## src/rtl/touch_point_pkg.sv

```systemverilog
package touch_point_pkg;

  // ---------------------------------------------------------------------------
  // Register byte offsets
  // ---------------------------------------------------------------------------
  localparam logic [11:0] SAMPLING_CONTROL_OFFSET = 12'h104;
  localparam logic [11:0] DETECTION_MODE_OFFSET   = 12'h108;
  localparam logic [11:0] SECOND_POINT_OFFSET     = 12'h11c;
  localparam logic [11:0] FIRST_POINT_OFFSET      = 12'h124;
  localparam logic [11:0] THIRD_POINT_OFFSET      = 12'h18c;
  localparam logic [11:0] FOURTH_POINT_OFFSET     = 12'h190;
  localparam int          ADDR_WIDTH              = 12;

  // ---------------------------------------------------------------------------
  // Field layout and reset values
  // ---------------------------------------------------------------------------
  localparam int          SAMPLING_MODE_WIDTH = 2;
  localparam logic [1:0]  SAMPLING_MODE_RESET = 2'h3;
  localparam logic [1:0]  SAMPLING_MODE_OFF   = 2'h0;
  localparam logic [1:0]  SAMPLING_MODE_ON    = 2'h3;
  localparam logic [0:0]  DETECTION_RESET     = 1'h1;
  localparam logic [0:0]  DETECTION_EXTENDED  = 1'h0;
  localparam logic [0:0]  DETECTION_COMPAT    = 1'h1;
  localparam int          COORD_X_LSB         = 16;
  localparam int          COORD_WIDTH         = 16;
  localparam logic [15:0] NO_TOUCH_COORD      = 16'h8000;
  localparam logic [31:0] POINT_RESET         = 32'h80008000;
  localparam int          POINT_COUNT         = 4;
  localparam int          POINT_INDEX_WIDTH   = 2;

  // ---------------------------------------------------------------------------
  // Latch state of the point update path
  // ---------------------------------------------------------------------------
  typedef enum logic [2:0]
  {
    UPD_IDLE    = 3'b001,
    UPD_CAPTURE = 3'b010,
    UPD_COMMIT  = 3'b100
  } update_state_type;

endpackage : touch_point_pkg

```

## src/rtl/point_store.sv

```systemverilog
`timescale 1ns/1ns
`default_nettype none

// -----------------------------------------------------------------------------
// Four-word store of calibrated touch points with registered read data
// -----------------------------------------------------------------------------
module point_store
(
  input  wire logic        pclk,
  input  wire logic        presetn,
  input  wire logic        wr_en,
  input  wire logic [1:0]  wr_index,
  input  wire logic [31:0] wr_data,
  input  wire logic [1:0]  rd_index,
  output logic      [31:0] rd_data
);

  logic [31:0] word_q [4];

  // Each word resets to the no-touch pattern and is overwritten on a write.
  generate
    for (genvar i = 0; i < touch_point_pkg::POINT_COUNT; i++)
    begin : g_word
      always_ff @(posedge pclk or negedge presetn)
      begin
        if (!presetn)
          word_q[i] <= touch_point_pkg::POINT_RESET;
        else if (wr_en && (wr_index == 2'(i)))
          word_q[i] <= wr_data;
      end
    end
  endgenerate

  // Read data come from a register, so a read sees the word one edge later.
  always_ff @(posedge pclk or negedge presetn)
  begin
    if (!presetn)
      rd_data <= touch_point_pkg::POINT_RESET;
    else
      rd_data <= word_q[rd_index];
  end

endmodule : point_store

`default_nettype wire

```

## src/rtl/capacitive_touch_point_regs.sv

```systemverilog
`timescale 1ns/1ns
`default_nettype none

// Function
// - Two-bit sampling mode, 00 off, 11 on
// - Detection select: 0 extended, 1 compatibility
// - First point: X high, Y low, read-only
// - First point updated in both modes
// - Second point register, read-only, no-touch reset
// - Third point register, read-only, no-touch reset
// - Fourth point register, read-only, no-touch reset
// - Points two to four meaningful only extended
// - Compatibility mode after reset
// - Same calibration in both modes
module capacitive_touch_point_regs
(
  input  wire logic        pclk,
  input  wire logic        presetn,
  input  wire logic        psel,
  input  wire logic        penable,
  input  wire logic        pwrite,
  input  wire logic [11:0] paddr,
  input  wire logic [31:0] pwdata,
  output logic      [31:0] prdata,
  output logic             pready,
  output logic             pslverr,
  input  wire logic        point_valid,
  input  wire logic [1:0]  point_index,
  input  wire logic        point_present,
  input  wire logic [15:0] point_x,
  input  wire logic [15:0] point_y,
  output logic             sampling_enable,
  output logic             extended_mode
);

  // ---------------------------------------------------------------------------
  // Address decoding
  // ---------------------------------------------------------------------------

  // Maps an offset to a point slot; used only for the store read index.
  function automatic logic [1:0] point_slot(input logic [11:0] addr);
    case (addr)
      touch_point_pkg::FIRST_POINT_OFFSET:  point_slot = 2'h0;
      touch_point_pkg::SECOND_POINT_OFFSET: point_slot = 2'h1;
      touch_point_pkg::THIRD_POINT_OFFSET:  point_slot = 2'h2;
      default:                              point_slot = 2'h3;
    endcase
  endfunction : point_slot

  // True for any of the four point registers.
  function automatic logic is_point(input logic [11:0] addr);
    is_point = (addr == touch_point_pkg::FIRST_POINT_OFFSET) ||
               (addr == touch_point_pkg::SECOND_POINT_OFFSET) ||
               (addr == touch_point_pkg::THIRD_POINT_OFFSET) ||
               (addr == touch_point_pkg::FOURTH_POINT_OFFSET);
  endfunction : is_point

  // True for the two writable control registers.
  function automatic logic is_control(input logic [11:0] addr);
    is_control = (addr == touch_point_pkg::SAMPLING_CONTROL_OFFSET) ||
                 (addr == touch_point_pkg::DETECTION_MODE_OFFSET);
  endfunction : is_control

  // ---------------------------------------------------------------------------
  // Control registers
  // ---------------------------------------------------------------------------
  logic [1:0]  sampling_mode_q;
  logic [0:0]  detection_q;
  logic        setup;
  logic        access_q;
  logic        wr_take;

  // The setup cycle is seen with penable low; the slave answers two edges
  // later, so the point store has registered the addressed word by then.
  assign setup   = psel && !penable;
  assign wr_take = psel && penable && pready && pwrite;

  // Host writes to the sampling mode field; undefined codes are stored as
  // written but only 11 lets samples through.
  always_ff @(posedge pclk or negedge presetn)
  begin
    if (!presetn)
      sampling_mode_q <= touch_point_pkg::SAMPLING_MODE_RESET;
    else if (wr_take && (paddr == touch_point_pkg::SAMPLING_CONTROL_OFFSET))
      sampling_mode_q <= pwdata[1:0];
  end

  // Detection selector comes up in compatibility mode.
  always_ff @(posedge pclk or negedge presetn)
  begin
    if (!presetn)
      detection_q <= touch_point_pkg::DETECTION_RESET;
    else if (wr_take && (paddr == touch_point_pkg::DETECTION_MODE_OFFSET))
      detection_q <= pwdata[0:0];
  end

  // Mode outputs to the touch engine, registered.
  always_ff @(posedge pclk or negedge presetn)
  begin
    if (!presetn)
    begin
      sampling_enable <= 1'b1;
      extended_mode   <= 1'b0;
    end
    else
    begin
      sampling_enable <= (sampling_mode_q == touch_point_pkg::SAMPLING_MODE_ON);
      extended_mode   <= (detection_q == touch_point_pkg::DETECTION_EXTENDED);
    end
  end

  // ---------------------------------------------------------------------------
  // Point update path
  // ---------------------------------------------------------------------------
  touch_point_pkg::update_state_type upd_state_q;
  logic [1:0]  cap_index_q;
  logic [31:0] cap_word_q;
  logic        store_wr;
  logic        accept;

  // Calibration is done upstream and identical for both modes, so a point
  // arrives here already in screen coordinates and is stored as is. In
  // compatibility mode only slot zero is accepted, keeping the other slots
  // at the no-touch pattern. Sampling off blocks every new sample.
  assign accept = point_valid && sampling_enable &&
                  (extended_mode || (point_index == 2'h0));

  // Three-step latch: capture the sample, then commit it to the store.
  // Every accepted sample moves the latch into capture, whatever the state,
  // because the capture register below is reloaded on each accept. Staying
  // in capture on back-to-back samples writes each one in the following
  // cycle, so a sample offered every cycle is never dropped. The commit
  // state is a one-cycle tail after the last write before going idle.
  always_ff @(posedge pclk or negedge presetn)
  begin
    if (!presetn)
      upd_state_q <= touch_point_pkg::UPD_IDLE;
    else
    begin
      case (upd_state_q)
        touch_point_pkg::UPD_IDLE:
        begin
          if (accept)
            upd_state_q <= touch_point_pkg::UPD_CAPTURE;
        end
        touch_point_pkg::UPD_CAPTURE:
        begin
          if (accept)
            upd_state_q <= touch_point_pkg::UPD_CAPTURE;
          else
            upd_state_q <= touch_point_pkg::UPD_COMMIT;
        end
        touch_point_pkg::UPD_COMMIT:
        begin
          if (accept)
            upd_state_q <= touch_point_pkg::UPD_CAPTURE;
          else
            upd_state_q <= touch_point_pkg::UPD_IDLE;
        end
        default:
        begin
          upd_state_q <= touch_point_pkg::UPD_IDLE;
        end
      endcase
    end
  end

  // The sample is packed X high, Y low; an absent touch becomes 0x8000 in
  // both halves so software sees the same pattern as after reset.
  always_ff @(posedge pclk or negedge presetn)
  begin
    if (!presetn)
    begin
      cap_index_q <= 2'h0;
      cap_word_q  <= touch_point_pkg::POINT_RESET;
    end
    else if (accept)
    begin
      cap_index_q <= point_index;
      if (point_present)
        cap_word_q <= {point_x, point_y};
      else
        cap_word_q <= {touch_point_pkg::NO_TOUCH_COORD,
                       touch_point_pkg::NO_TOUCH_COORD};
    end
  end

  assign store_wr = (upd_state_q == touch_point_pkg::UPD_CAPTURE);

  // Leaving extended mode clears slots one to three back to no-touch, one
  // slot per cycle, so stale multi-touch data do not linger.
  logic [1:0] clear_idx_q;
  logic       clearing_q;
  logic       mode_was_ext_q;

  always_ff @(posedge pclk or negedge presetn)
  begin
    if (!presetn)
    begin
      mode_was_ext_q <= 1'b0;
      clearing_q     <= 1'b0;
      clear_idx_q    <= 2'h1;
    end
    else
    begin
      mode_was_ext_q <= extended_mode;
      if (mode_was_ext_q && !extended_mode)
      begin
        clearing_q  <= 1'b1;
        clear_idx_q <= 2'h1;
      end
      else if (clearing_q && !store_wr)
      begin
        clear_idx_q <= clear_idx_q + 2'h1;
        if (clear_idx_q == 2'h3)
          clearing_q <= 1'b0;
      end
    end
  end

  logic        mem_wr;
  logic [1:0]  mem_idx;
  logic [31:0] mem_data;
  logic [31:0] mem_rd;

  // Live samples have priority over the clearing walk: a clear step that
  // meets a store write waits one cycle instead of overwriting fresh data.
  // Software that leaves extended mode should allow a few cycles before it
  // trusts slots one to three to show the no-touch pattern.
  always_comb
  begin
    mem_wr   = 1'b0;
    mem_idx  = clear_idx_q;
    mem_data = touch_point_pkg::POINT_RESET;
    if (store_wr)
    begin
      mem_wr   = 1'b1;
      mem_idx  = cap_index_q;
      mem_data = cap_word_q;
    end
    else if (clearing_q)
    begin
      mem_wr   = 1'b1;
    end
  end

  point_store u_store
  (
    .pclk     (pclk),
    .presetn  (presetn),
    .wr_en    (mem_wr),
    .wr_index (mem_idx),
    .wr_data  (mem_data),
    .rd_index (point_slot(paddr)),
    .rd_data  (mem_rd)
  );

  // ---------------------------------------------------------------------------
  // APB answer
  // ---------------------------------------------------------------------------

  // The point store only sees a new address at the setup edge, and its read
  // word comes out of a register, so the word is ready one edge later. One
  // wait state is therefore inserted in every transfer:
  //   setup edge    : store and control word are addressed, access_q rises.
  //   next edge     : pslverr, pready and, on a read, prdata are loaded, access_q falls.
  //   third edge    : the master samples pready high; a write lands here.
  // The extra cycle costs bus time, but keeps every output a plain flop and
  // the store free of a combinational read path.
  always_ff @(posedge pclk or negedge presetn)
  begin
    if (!presetn)
      access_q <= 1'b0;
    else
      access_q <= setup;
  end

  // pready is a one-cycle pulse; the master holds the request until it sees it.
  always_ff @(posedge pclk or negedge presetn)
  begin
    if (!presetn)
      pready <= 1'b0;
    else
      pready <= access_q;
  end

  // Unmapped addresses answer with an error; writes to the point registers
  // are ignored, since they are read-only, but answer without error. The
  // address still stands in the first access cycle, so it is decoded there.
  always_ff @(posedge pclk or negedge presetn)
  begin
    if (!presetn)
      pslverr <= 1'b0;
    else
      pslverr <= access_q && !is_point(paddr) && !is_control(paddr);
  end

  // Control reads are captured at the setup edge. A write to a control field
  // only lands at the end of an earlier transfer, so the captured word is
  // never older than the last completed write.
  logic [31:0] ctrl_rd_q;
  logic        point_rd_q;

  always_ff @(posedge pclk or negedge presetn)
  begin
    if (!presetn)
    begin
      ctrl_rd_q  <= 32'h0;
      point_rd_q <= 1'b0;
    end
    else if (setup)
    begin
      point_rd_q <= is_point(paddr);
      if (paddr == touch_point_pkg::SAMPLING_CONTROL_OFFSET)
        ctrl_rd_q <= {30'h0, sampling_mode_q};
      else if (paddr == touch_point_pkg::DETECTION_MODE_OFFSET)
        ctrl_rd_q <= {31'h0, detection_q};
      else
        ctrl_rd_q <= 32'h0;
    end
  end

  // prdata is a flop of its own, loaded in the first access cycle from the
  // store register, which was addressed at the setup edge, or from the
  // control word captured there. Unmapped reads return zero, and prdata
  // keeps its value until the next read so an idle bus shows no glitches.
  always_ff @(posedge pclk or negedge presetn)
  begin
    if (!presetn)
      prdata <= 32'h0;
    else if (access_q && !pwrite)
    begin
      if (point_rd_q)
        prdata <= mem_rd;
      else
        prdata <= ctrl_rd_q;
    end
  end

endmodule : capacitive_touch_point_regs

`default_nettype wire

```

## config.mk

```make
export PLATFORM = sky130hd
export DESIGN_NAME = capacitive_touch_point_regs
export DESIGN_NICKNAME = d
export VERILOG_FILES = /design/src/rtl/touch_point_pkg.sv /design/src/rtl/point_store.sv /design/src/rtl/capacitive_touch_point_regs.sv
export SDC_FILE = /design/constraint.sdc
export NUM_CORES = 1
export LEC_CHECK = 0
export BUFFER_PORTS_ARGS = -buffer_cell sky130_fd_sc_hd__buf_2
export CORE_MARGIN = 3
export CORE_UTILIZATION = 30
export CTS_BUF_LIST = sky130_fd_sc_hd__clkbuf_4
export DETAILED_ROUTE_END_ITERATION = 6
export HOLD_SLACK_MARGIN = 0.1
export PLACE_DENSITY_LB_ADDON = 0.12
export SLEW_MARGIN = 5
export SYNTH_ARGS = -nofsm -noshare
export SYNTH_HDL_FRONTEND = slang
export SYNTH_SLANG_ARGS = --single-unit
```

## constraint.sdc

```tcl
create_clock -name pclk -period 2.25 [get_ports pclk]
set_input_delay 0.3375 -clock pclk [delete_from_list [all_inputs] [get_ports pclk]]
set_output_delay 0.3375 -clock pclk [all_outputs]
set_load 0.01 [all_outputs]
```

## After elaboration in Yosys (flattened, before gate mapping)

Index checks and enable logic that the tools add are counted.

- Bits in registers: 274
- Input port bits: 85
- Output and inout bits: 36
- Word-level logic and storage cells: 94

- Add/subtract/negate cells: 1
- Order comparisons: 1
- Equal/unequal tests: 15
- Mux-type cells: 21
- Bitwise operators: 2
- Reductions and logical operators: 33

Operators by type and width:

| operator | count |
|---|---|
| $mux W32 | 6 |
| $eq A12 B9 Y1 const B | 6 |
| $bmux W32 S2 | 1 |
| $logic_and A1 B1 Y1 | 17 |
| $pmux W3 S3 | 1 |
| $eq A2 B2 Y1 const B | 4 |
| $mux W2 | 4 |
| $logic_not A1 Y1 | 6 |
| $mux W1 | 6 |
| $mux W3 | 2 |
| $pmux W2 S3 | 1 |
| $logic_or A1 B1 Y1 | 5 |
| $logic_not A2 Y1 | 2 |
| $reduce_bool A2 Y1 | 2 |
| $eq A3 B1 Y1 const B | 1 |
| $eq A3 B2 Y1 const B | 1 |
| $eq A3 B3 Y1 const B | 1 |
| $ge A3 B3 Y1 const B | 1 |
| $not A2 Y3 | 1 |
| $add A2 B1 Y2 const B | 1 |
| $eq A2 B1 Y1 const B | 1 |
| $ne A2 B2 Y1 const B | 1 |
| $reduce_and A2 Y1 | 1 |
| $not A1 Y1 | 1 |

## Logic depth before layout (Yosys ltp)

Gate-level depths: netlist (run 1).

- Depth after elaboration: 7
- Mapped depth: 7
- Depth with buffers taken out: 4

## Modules after synthesis

Synthesis (run 1) repeated with hierarchy kept, for this count alone.

- Cell total of the unflattened synthesis: 770
- Area total of the unflattened synthesis: 10102.2 µm²

Modules (own cells, without submodules):

| module | times used | cells an instance | area an instance (µm²) | sequential area each (µm²) |
|---|---|---|---|---|
| point_store | 1 | 343 | 6309.8 | 4016.4 |
| capacitive_touch_point_regs | 1 | 427 | 3792.4 | 2112.0 |

## Least setup slack after synthesis (run 1)

OpenSTA, ideal clock, no wires.

- Path type: in2reg
- Start point: input port paddr[4]
- End point: register sampling_mode_q[0]
- Setup time: 0.085 ns
- Data arrival time: 1.965 ns
- Data required time: 2.165 ns
- Slack: 0.200 ns
- Stages: 6
- Buffers on the path: 2
- Cells stage by stage: clkbuf_1 > or3_1 > clkbuf_1 > or3_1 > nor4_2 > mux2_1

- Cells in the longest elaborated chain, start to end: 2

RTL lines:

| what | RTL line | RTL |
|---|---|---|
| start, declared | capacitive_touch_point_regs.sv:22 | `input wire logic [11:0] paddr,` |
| $eq A12 B9 Y1 | capacitive_touch_point_regs.sv:84 | `else if (wr_take && (paddr == touch_point_pkg::SAMPLING_CONTROL_OFFSET))` |
| $logic_and A1 B1 Y1 | capacitive_touch_point_regs.sv:84 |  |
| end signal, assigned | capacitive_touch_point_regs.sv:83 | `sampling_mode_q <= touch_point_pkg::SAMPLING_MODE_RESET;` |
| end signal, assigned | capacitive_touch_point_regs.sv:85 | `sampling_mode_q <= pwdata[1:0];` |
| end, declared | capacitive_touch_point_regs.sv:67 | `logic [1:0] sampling_mode_q;` |

Every way passes these cells.
A chain may end at the register's enable or synchronous reset.

## Worst setup path in the final report (run 1)

- Start point: input port paddr[3]
- End point: register point_rd_q

- Cells in the longest elaborated chain, start to end: 4
- Elaborated cells between the ends (all ways): 7
- Those cells by class: eq/ne (4); reduce/logical (3)

RTL lines:

| what | RTL line | RTL |
|---|---|---|
| $eq A12 B9 Y1, on equally long branches | capacitive_touch_point_regs.sv:52, capacitive_touch_point_regs.sv:53 |  |
| $logic_or A1 B1 Y1 | capacitive_touch_point_regs.sv:52 | `is_point = (addr == touch_point_pkg::FIRST_POINT_OFFSET) \|\|` |
| $logic_or A1 B1 Y1 | capacitive_touch_point_regs.sv:53 | `(addr == touch_point_pkg::SECOND_POINT_OFFSET) \|\|` |
| $logic_or A1 B1 Y1 (*) | capacitive_touch_point_regs.sv:54 | `(addr == touch_point_pkg::THIRD_POINT_OFFSET) \|\|` |
| end signal, assigned | capacitive_touch_point_regs.sv:313 | `point_rd_q <= is_point(paddr);` |
| end, declared | capacitive_touch_point_regs.sv:302 | `logic point_rd_q;` |

Mark *: on every way between the ends. The rest lies on a longest branch, timed or not.

==> results of run 1 <==
where the power goes:
group          switching [W]  internal [W]
clock                0.00184       0.00263
sequential         0.0000103       0.00441
combinational       0.000248      0.000148
worst max-delay path, cell delays in order:
cell           delay (ps)
dlygate4sd3_1         530
buf_2                 150
nand2b_1              140
buf_4                 250
o2bb2ai_4             220
a21oi_1               130
o41ai_1               290
dlygate4sd3_1         590
per-stage QoR:
stage,power (W),hold slack [ps],cell area [sq um]
after floorplan,0.004609,41.91,10170
after global placement,0.004848,271.9,11320
after detailed placement,0.004848,269.1,11320
after CTS,0.009508,125.3,12700
after global routing,0.009817,143.9,12710
final,0.009285,179.7,12710
cells by family (layout without fill, tap and decap cells):
family / after synthesis / count (layout) / synth area share (%)
buffers and inverters: 93 / 291 / 3.433
AO/OA/AOI/OAI: 240 / 240 / 12.16
multiplexers: 9 / 9 / 0.9719
AND/OR/NAND/NOR: 496 / 496 / 22.80
flip-flops: 244 / 244 / 60.26
XOR/XNOR: 3 / 3 / 0.2584
other: 0 / 1 / 0
adder cells (fa/ha/maj): 1 / 1 / 0.1230
registers in the layout, indices dropped and copies added, names as in the netlist:
| register | cells |
|---|---|
| u_store.rd_data | 32 |
| sampling_enable | 1 |
| extended_mode | 1 |
| prdata | 32 |
| clear_idx_q | 2 |
| mode_was_ext_q | 1 |
| pslverr | 1 |
| pready | 1 |
| upd_state_q | 3 |
| sampling_mode_q | 2 |
| ctrl_rd_q | 2 |
| detection_q | 1 |
| access_q | 1 |
| cap_word_q | 32 |
| clearing_q | 1 |
| cap_index_q | 2 |
| u_store.word_q | 128 |
| point_rd_q | 1 |
layout by cell type (no fill, tap or decap), types with 2 or more instances in the layout:
cell | Yosys | final
a21oi_1 | 75 | 75
a31oi_1 | 3 | 3
and3b_1 | 2 | 2
buf_12 | 0 | 12
buf_2 | 0 | 89
buf_4 | 0 | 17
bufinv_16 | 0 | 5
clkbuf_4 | 0 | 102
clkinv_1 | 0 | 8
dfrtp_1 | 226 | 226
dfstp_2 | 18 | 18
dlygate4sd3_1 | 0 | 43
inv_1 | 13 | 13
mux2_1 | 2 | 2
mux2i_1 | 5 | 2
mux2i_4 | 0 | 3
nand2_1 | 286 | 286
nand2b_1 | 4 | 3
nand3_1 | 33 | 33
nand4_1 | 3 | 3
nand4b_1 | 31 | 31
nor2_1 | 40 | 39
nor2b_1 | 4 | 3
nor3_1 | 42 | 42
nor3b_1 | 3 | 2
nor4_1 | 2 | 2
o211a_1 | 2 | 2
o21ai_0 | 152 | 152
o21ai_1 | 2 | 2
or2_2 | 2 | 2
or3_1 | 34 | 34
xor2_1 | 3 | 3
worst paths after layout:
check | start | slack, ps | to
worst min-delay path | presetn | 180 | extended_mode
worst min register to register | access_q | 450 | pready
max in group asynchronous | presetn | 1370 | u_store.word_q[86]
min in group pclk | point_present | 200 | cap_word_q[1]
worst max register to register | upd_state_q[2] | 360 | u_store.word_q[75]
worst max-delay path | paddr[3] | 190 | point_rd_q
metal layers:
layer	track usage, %	wire, microns	up-vias	part of all wire, %
met5	0	0	-	0
met2	23.01	11610	185	42
li1	-	-	4039	-
met3	3.593	1400	38	5.1
met1	23.59	14220	3714	51
met4	4.635	430	0	1.6
cell type report:
type,count,area [sq um],area share [%]
multi-input combinational,749,3770,29.66
clock inverter,14,183.9,1.447
inverter,13,48.80,0.3839
sequential,244,6128,48.21
tap,442,553.0,4.351
antenna,1,2.502,0.01969
clock buffer,102,765.7,6.024
timing repair buffer,162,1259,9.903
what timing repair did:
item | 4_1_cts | 5_1_grt
setup endpoints to repair | 0 | 1
hold buffers | 43 | 0
setup buffers | 0 | 0
gates resized for setup | 0 | 1
endpoints found under the hold margin | 276 | 0
==> summary.txt, run 1 <==
STA
  • Final worst slack: about 190 ps
  • Final hold vios: 0
  • Clock Skews: a little under 30 ps
  • Max frequency: slightly below 500 MHz
  • Fin crit period: between 2000 and 2500 ps
  • Final period util: about 91%
  • RSZ-0062 raised after global routing: no
  • Worst-Margin Slew: between 500 and 600 ps
  • Slew Viols, Final: 0
  • Relative slew slack: about three fifths
  • Fin Setup TNS: 0 ps
  • Final setup viols: 0

Global route
  • Vias in the first global route: 8,200
  • Largest net degree at the start of global routing: 65
  • Initial antenna violation count: 1
  • Grt ovf: 0
  • First-pass GRT wire length: 45,510 microns
  • Total track usage: 15.85%

Clock tree
  • CTS tree: done
  • CTS H-Tree Depth: 3
  • Reg clk slew, reported paths: 60 ps
  • Clk Latency, worst-skew pair: 650 ps
  • CTS Buffer Depth: 3
  • Clock sink count: 244
  • TritonCTS Buffers: between 70 and 80
  • Clock Root Buffer: clkbuf_4

Placed design
  • Final Wtd Congestion: around 0.73
  • Hpwl dp: roughly 17,000 microns
  • Port Buffers: 90
  • Place WS: ~85 ps
  • Cells after DPL: between 1,500 and 2,000

Yosys
  • Warnings from Yosys: 0
  • Most frequent cells after synthesis: nand2_1 (286), dfrtp_1 (226), o21ai_0 (152)
  • Synth area leaders: dfrtp_1 (56%), nand2_1 (11%), o21ai_0 (7.5%), dfstp_2 (4.7%), a21oi_1 (3.7%)
  • Largest area contributor in the netlist: dfrtp_1
  • Most common cell in the netlist: nand2_1
  • Mapped Area: 10,170 sq um
  • Yosys top cell area share: 55.61%
  • Synth Flop Type: dfrtp_1
  • Post-synthesis net count: between 1,000 and 1,500
  • Post-Syn Instances: approximately 1,100
  • Seq cells post-synth: 244
  • Ys async rst share: 100.0%
  • Part of the Yosys area used for sequential elements: between 60% and 70%
  • Unique cell type count in the Yosys netlist: between 40 and 50
  • Syn Area/Cell: 9.364 sq um
  • Post-synth EDFFs: 0

Power
  • Max IR drop VDD: roughly 0.00027 V
  • Static Leak: 5.742 nW
  • Pwr dens: 730.5 nW/um^2

Cells and area
  • Area grow syn2layout: 24.99%
  • Non-Filler Instances: roughly 1,700
  • Layout cells sized above 1: around 20%
  • # fillers: 3,387
  • Final #Nets: about 1,300
  • Final core occ: approximately two fifths

Setup path
  • Crit path required time: 2830 ps
  • Worst Reg-to-Reg Cells: 5
  • Crit path kind: in -> reg
  • Worst EP arrival: approximately 2600 ps
  • CP Launch Type: primary input
  • Crit. End Element: register
  • Maximum fanout along the worst path: 33

Drt
  • Vias: approximately 8,000
  • Drt pass-1 iters: 5
  • Post-route ant nets: 0
  • Initial drt markers: just over 400
  • Total wire length: between 20,000 and 30,000 microns
  • Residual DRC: 0
  • Routed wire length per instance: between 15 and 20 microns
  • Via density: around 4.6

Floorplanning
  • Row cnt: 66
  • Die height: about 190 microns
  • Starting Density: slightly above 30%
  • Core Box Area: approximately 33,000 sq um
  • Die X-Extent: approximately 190 microns
  • Io pins: between 100 and 150
  • Die Footprint: between 30,000 and 40,000 sq um

Hold path
  • Hold Crit Class: in -> async

Run status
  • Status: finished clean

Run
  • Max-cap violations: 0
No activity file was read; power rests on OpenSTA's default activity.
==> inputs of run 2 (changes only) <==
clock period = 1.8 ns   (was 2.25 ns; I/O delays follow)
==> summary.txt, run 2 (synthesized netlist as in run 1, its figures left out) <==
Run
  • Max-cap violations: 0 (unchanged)

Placed design
  • Placement Cell Area: 11,640 sq um (+2.9%)
  • Final Wtd Congestion: 0.7266 (-1.1%)
  • Cells after DPL: 1,589 (+1.4%)
  • Hpwl dp: 18,590 microns (+8.7%)
  • Port Buffers: 90 (unchanged)

Cells and area
  • Most frequent cells in the layout: nand2_1 (286), dfrtp_1 (225), o21ai_0 (151)
  • # fillers: 3,361 (-0.77%)
  • Fin area: 13,200 sq um (+3.9%)
  • Commonest non-fill, non-tap cell in the layout: nand2_1
  • Area grow syn2layout: 29.81%
  • Largest register by flop count: u_store.word_q
  • Area of the multi-input gates: 3772 sq um (about the same)
  • Number of flip-flops in the largest register: 128 (unchanged)
  • FF+latch area: 6130 sq um (about the same)
  • Layout cells sized above 1: 23.02% (+2.5 points)
  • Final #Nets: 1,364 (+2.7%)
  • Non-Filler Instances: 1,772 (+2.6%)

Clock tree
  • Clk Latency, worst-skew pair: 650 ps (about the same)
  • TritonCTS Buffers: 70 (-2.8%)
  • Clock sink count: 244 (unchanged)
  • Clock Root Buffer: clkbuf_4
  • Reg clk slew, reported paths: 60 ps (about the same)
  • CTS Buffer Depth: 3 (unchanged)
  • CTS tree: done
  • CTS H-Tree Depth: 3 (unchanged)

STA
  • Final hold slack: 162.7 ps (-16.99 ps)
  • RSZ-0062 raised after global routing: yes
  • Final hold vios: 0 (unchanged)
  • Final period util: between 90% and 100%
  • Final setup viols: 0 (unchanged)
  • Clock Skews: 32.21 ps (+3.162 ps)
  • Fin crit period: about 1700 ps
  • Worst-Margin Slew: 1031 ps (+441.7 ps)
  • Relative slew slack: 31.30% (-29 points)
  • Slew Viols, Final: 0 (unchanged)
  • Fin Setup TNS: 0 ps (unchanged)
  • Max frequency: between 500 and 600 MHz

Floorplanning
  • Die height: 190.1 microns (unchanged)
  • Die Footprint: 36,140 sq um (unchanged)
  • Io pins: 121 (unchanged)
  • Core Box Area: 32,950 sq um (unchanged)
  • Row cnt: 66 (unchanged)
  • Die X-Extent: 190.1 microns (unchanged)
  • Starting Density: 30.87% (unchanged)

Power
  • Pwr dens: 845.0 nW/um^2 (+16%)
  • Static Leak: 6.002 nW (+4.5%)
  • Max IR drop VDD: 0.0002958 V (+8.9%)

Setup path
  • Worst EP arrival: 2220 ps (-420 ps)
  • CP Launch Type: register
  • Crit. End Element: register
  • Crit path kind: reg -> reg
  • Maximum fanout along the worst path: 23 (-30%)
  • Crit path required time: 2310 ps (-520 ps)

Drt
  • Vias: 8,187 (+2.6%)
  • Drt pass-1 iters: 4 (-1)
  • Post-route ant nets: 0 (unchanged)
  • Residual DRC: 0 (unchanged)
  • Initial drt markers: 351 (-15%)
  • Total wire length: 29,100 microns (+5.2%)
  • Via density: 4.620 (about the same)
  • Routed wire length per instance: 16.42 microns (+2.5%)

Global route
  • Grt ovf: 0 (unchanged)
  • Largest net degree at the start of global routing: 65 (unchanged)
  • Initial antenna violation count: 1 (unchanged)
  • Vias in the first global route: 8,265 (+0.79%)
  • First-pass GRT wire length: 46,750 microns (+2.7%)
  • Total track usage: 16.39% (+0.54 points)

Hold path
  • Hold Crit Class: in -> reg

Run status
  • Status: finished clean
[run 2: cell types whose count changed in the layout (fill, tap and decap cells not counted), sizes merged]
cell | previous run | this run
bufinv | 5 | 0
clkbuf | 102 | 113
buf | 119 | 148
dlymetal6s4s | 0 | 1
bufbuf | 0 | 1
inv | 14 | 17
clkinv | 8 | 7
dlygate4sd3 | 43 | 49
[run 2: area by class of cell]
class | count | area share (%)
Tap cell | 442 | 4.189
Clock buffer | 112 | 6.369
Clock inverter | 11 | 0.3128
Timing Repair Buffer | 200 | 13.73
Sequential cell | 244 | 46.43
Inverter | 13 | 0.3696
Antenna cell | 1 | 0.01896
Multi-Input combinational cell | 749 | 28.58
[run 2: worst max-delay path, cell delays in order (launching register included)]
cell     delay [ps]
dfstp_2         370
or3b_4          440
mux2i_4         220
buf_6           130
buf_12          120
buf_16          160
nand2_1          70
o21ai_0          70
[run 2: worst paths after layout]
kind | startpoint | endpoint | slack, ps | depth (start not counted)
max in group asynchronous | presetn | u_store.word_q[38] | 160 | 3
max reg2reg | upd_state_q[0] | u_store.word_q[71] | 80 | 7
max | upd_state_q[0] | u_store.word_q[71] | 80 | 7
min reg2reg | access_q | pready | 450 | 0
min | point_valid | cap_word_q[31] | 160 | 5
min in group asynchronous | presetn | u_store.word_q[95] | 260 | 2
[run 2: per-layer routing]
| layer | track usage [%] | wire (microns) | vias up |
|---|---|---|---|
| met3 | 3.409 | 1451 | 35 |
| met5 | 0 | 0 | - |
| met1 | 23.95 | 14480 | 3872 |
| met4 | 4.891 | 405 | 0 |
| li1 | - | - | 4107 |
| met2 | 24.54 | 12770 | 173 |
[run 2: what timing repair did]
item / CTS / global route
setup buffers: 5 / 2
gates cloned: 2 / 1
pin swaps: 1 / 3
endpoints found under the hold margin: 276 / 0
hold buffers: 51 / 0
gates resized for setup: 3 / 7
endpoints found under the setup margin: 9 / 58
[run 2: power breakdown]
group	leakage [nW]	total, W	internal, W	switching [W]
combinational	2.13	0.000547	0.000227	0.000320
sequential	3.33	0.00553	0.00551	0.0000134
clock	0.543	0.00508	0.00280	0.00228
total	6.00	0.0112	0.00854	0.00262
[run 2: stage by stage]
step / total power [W] / util, % / setup slack [ps]
after CTS: 0.01143 / 39.90 / 24.95
after floorplan: 0.005767 / - / -129.1
after detailed placement: 0.006107 / 35.34 / -234.7
after global routing: 0.01180 / 40.07 / -2.450
final: 0.01115 / 40.07 / 82.53
after global placement: 0.006104 / 35.34 / -227.2
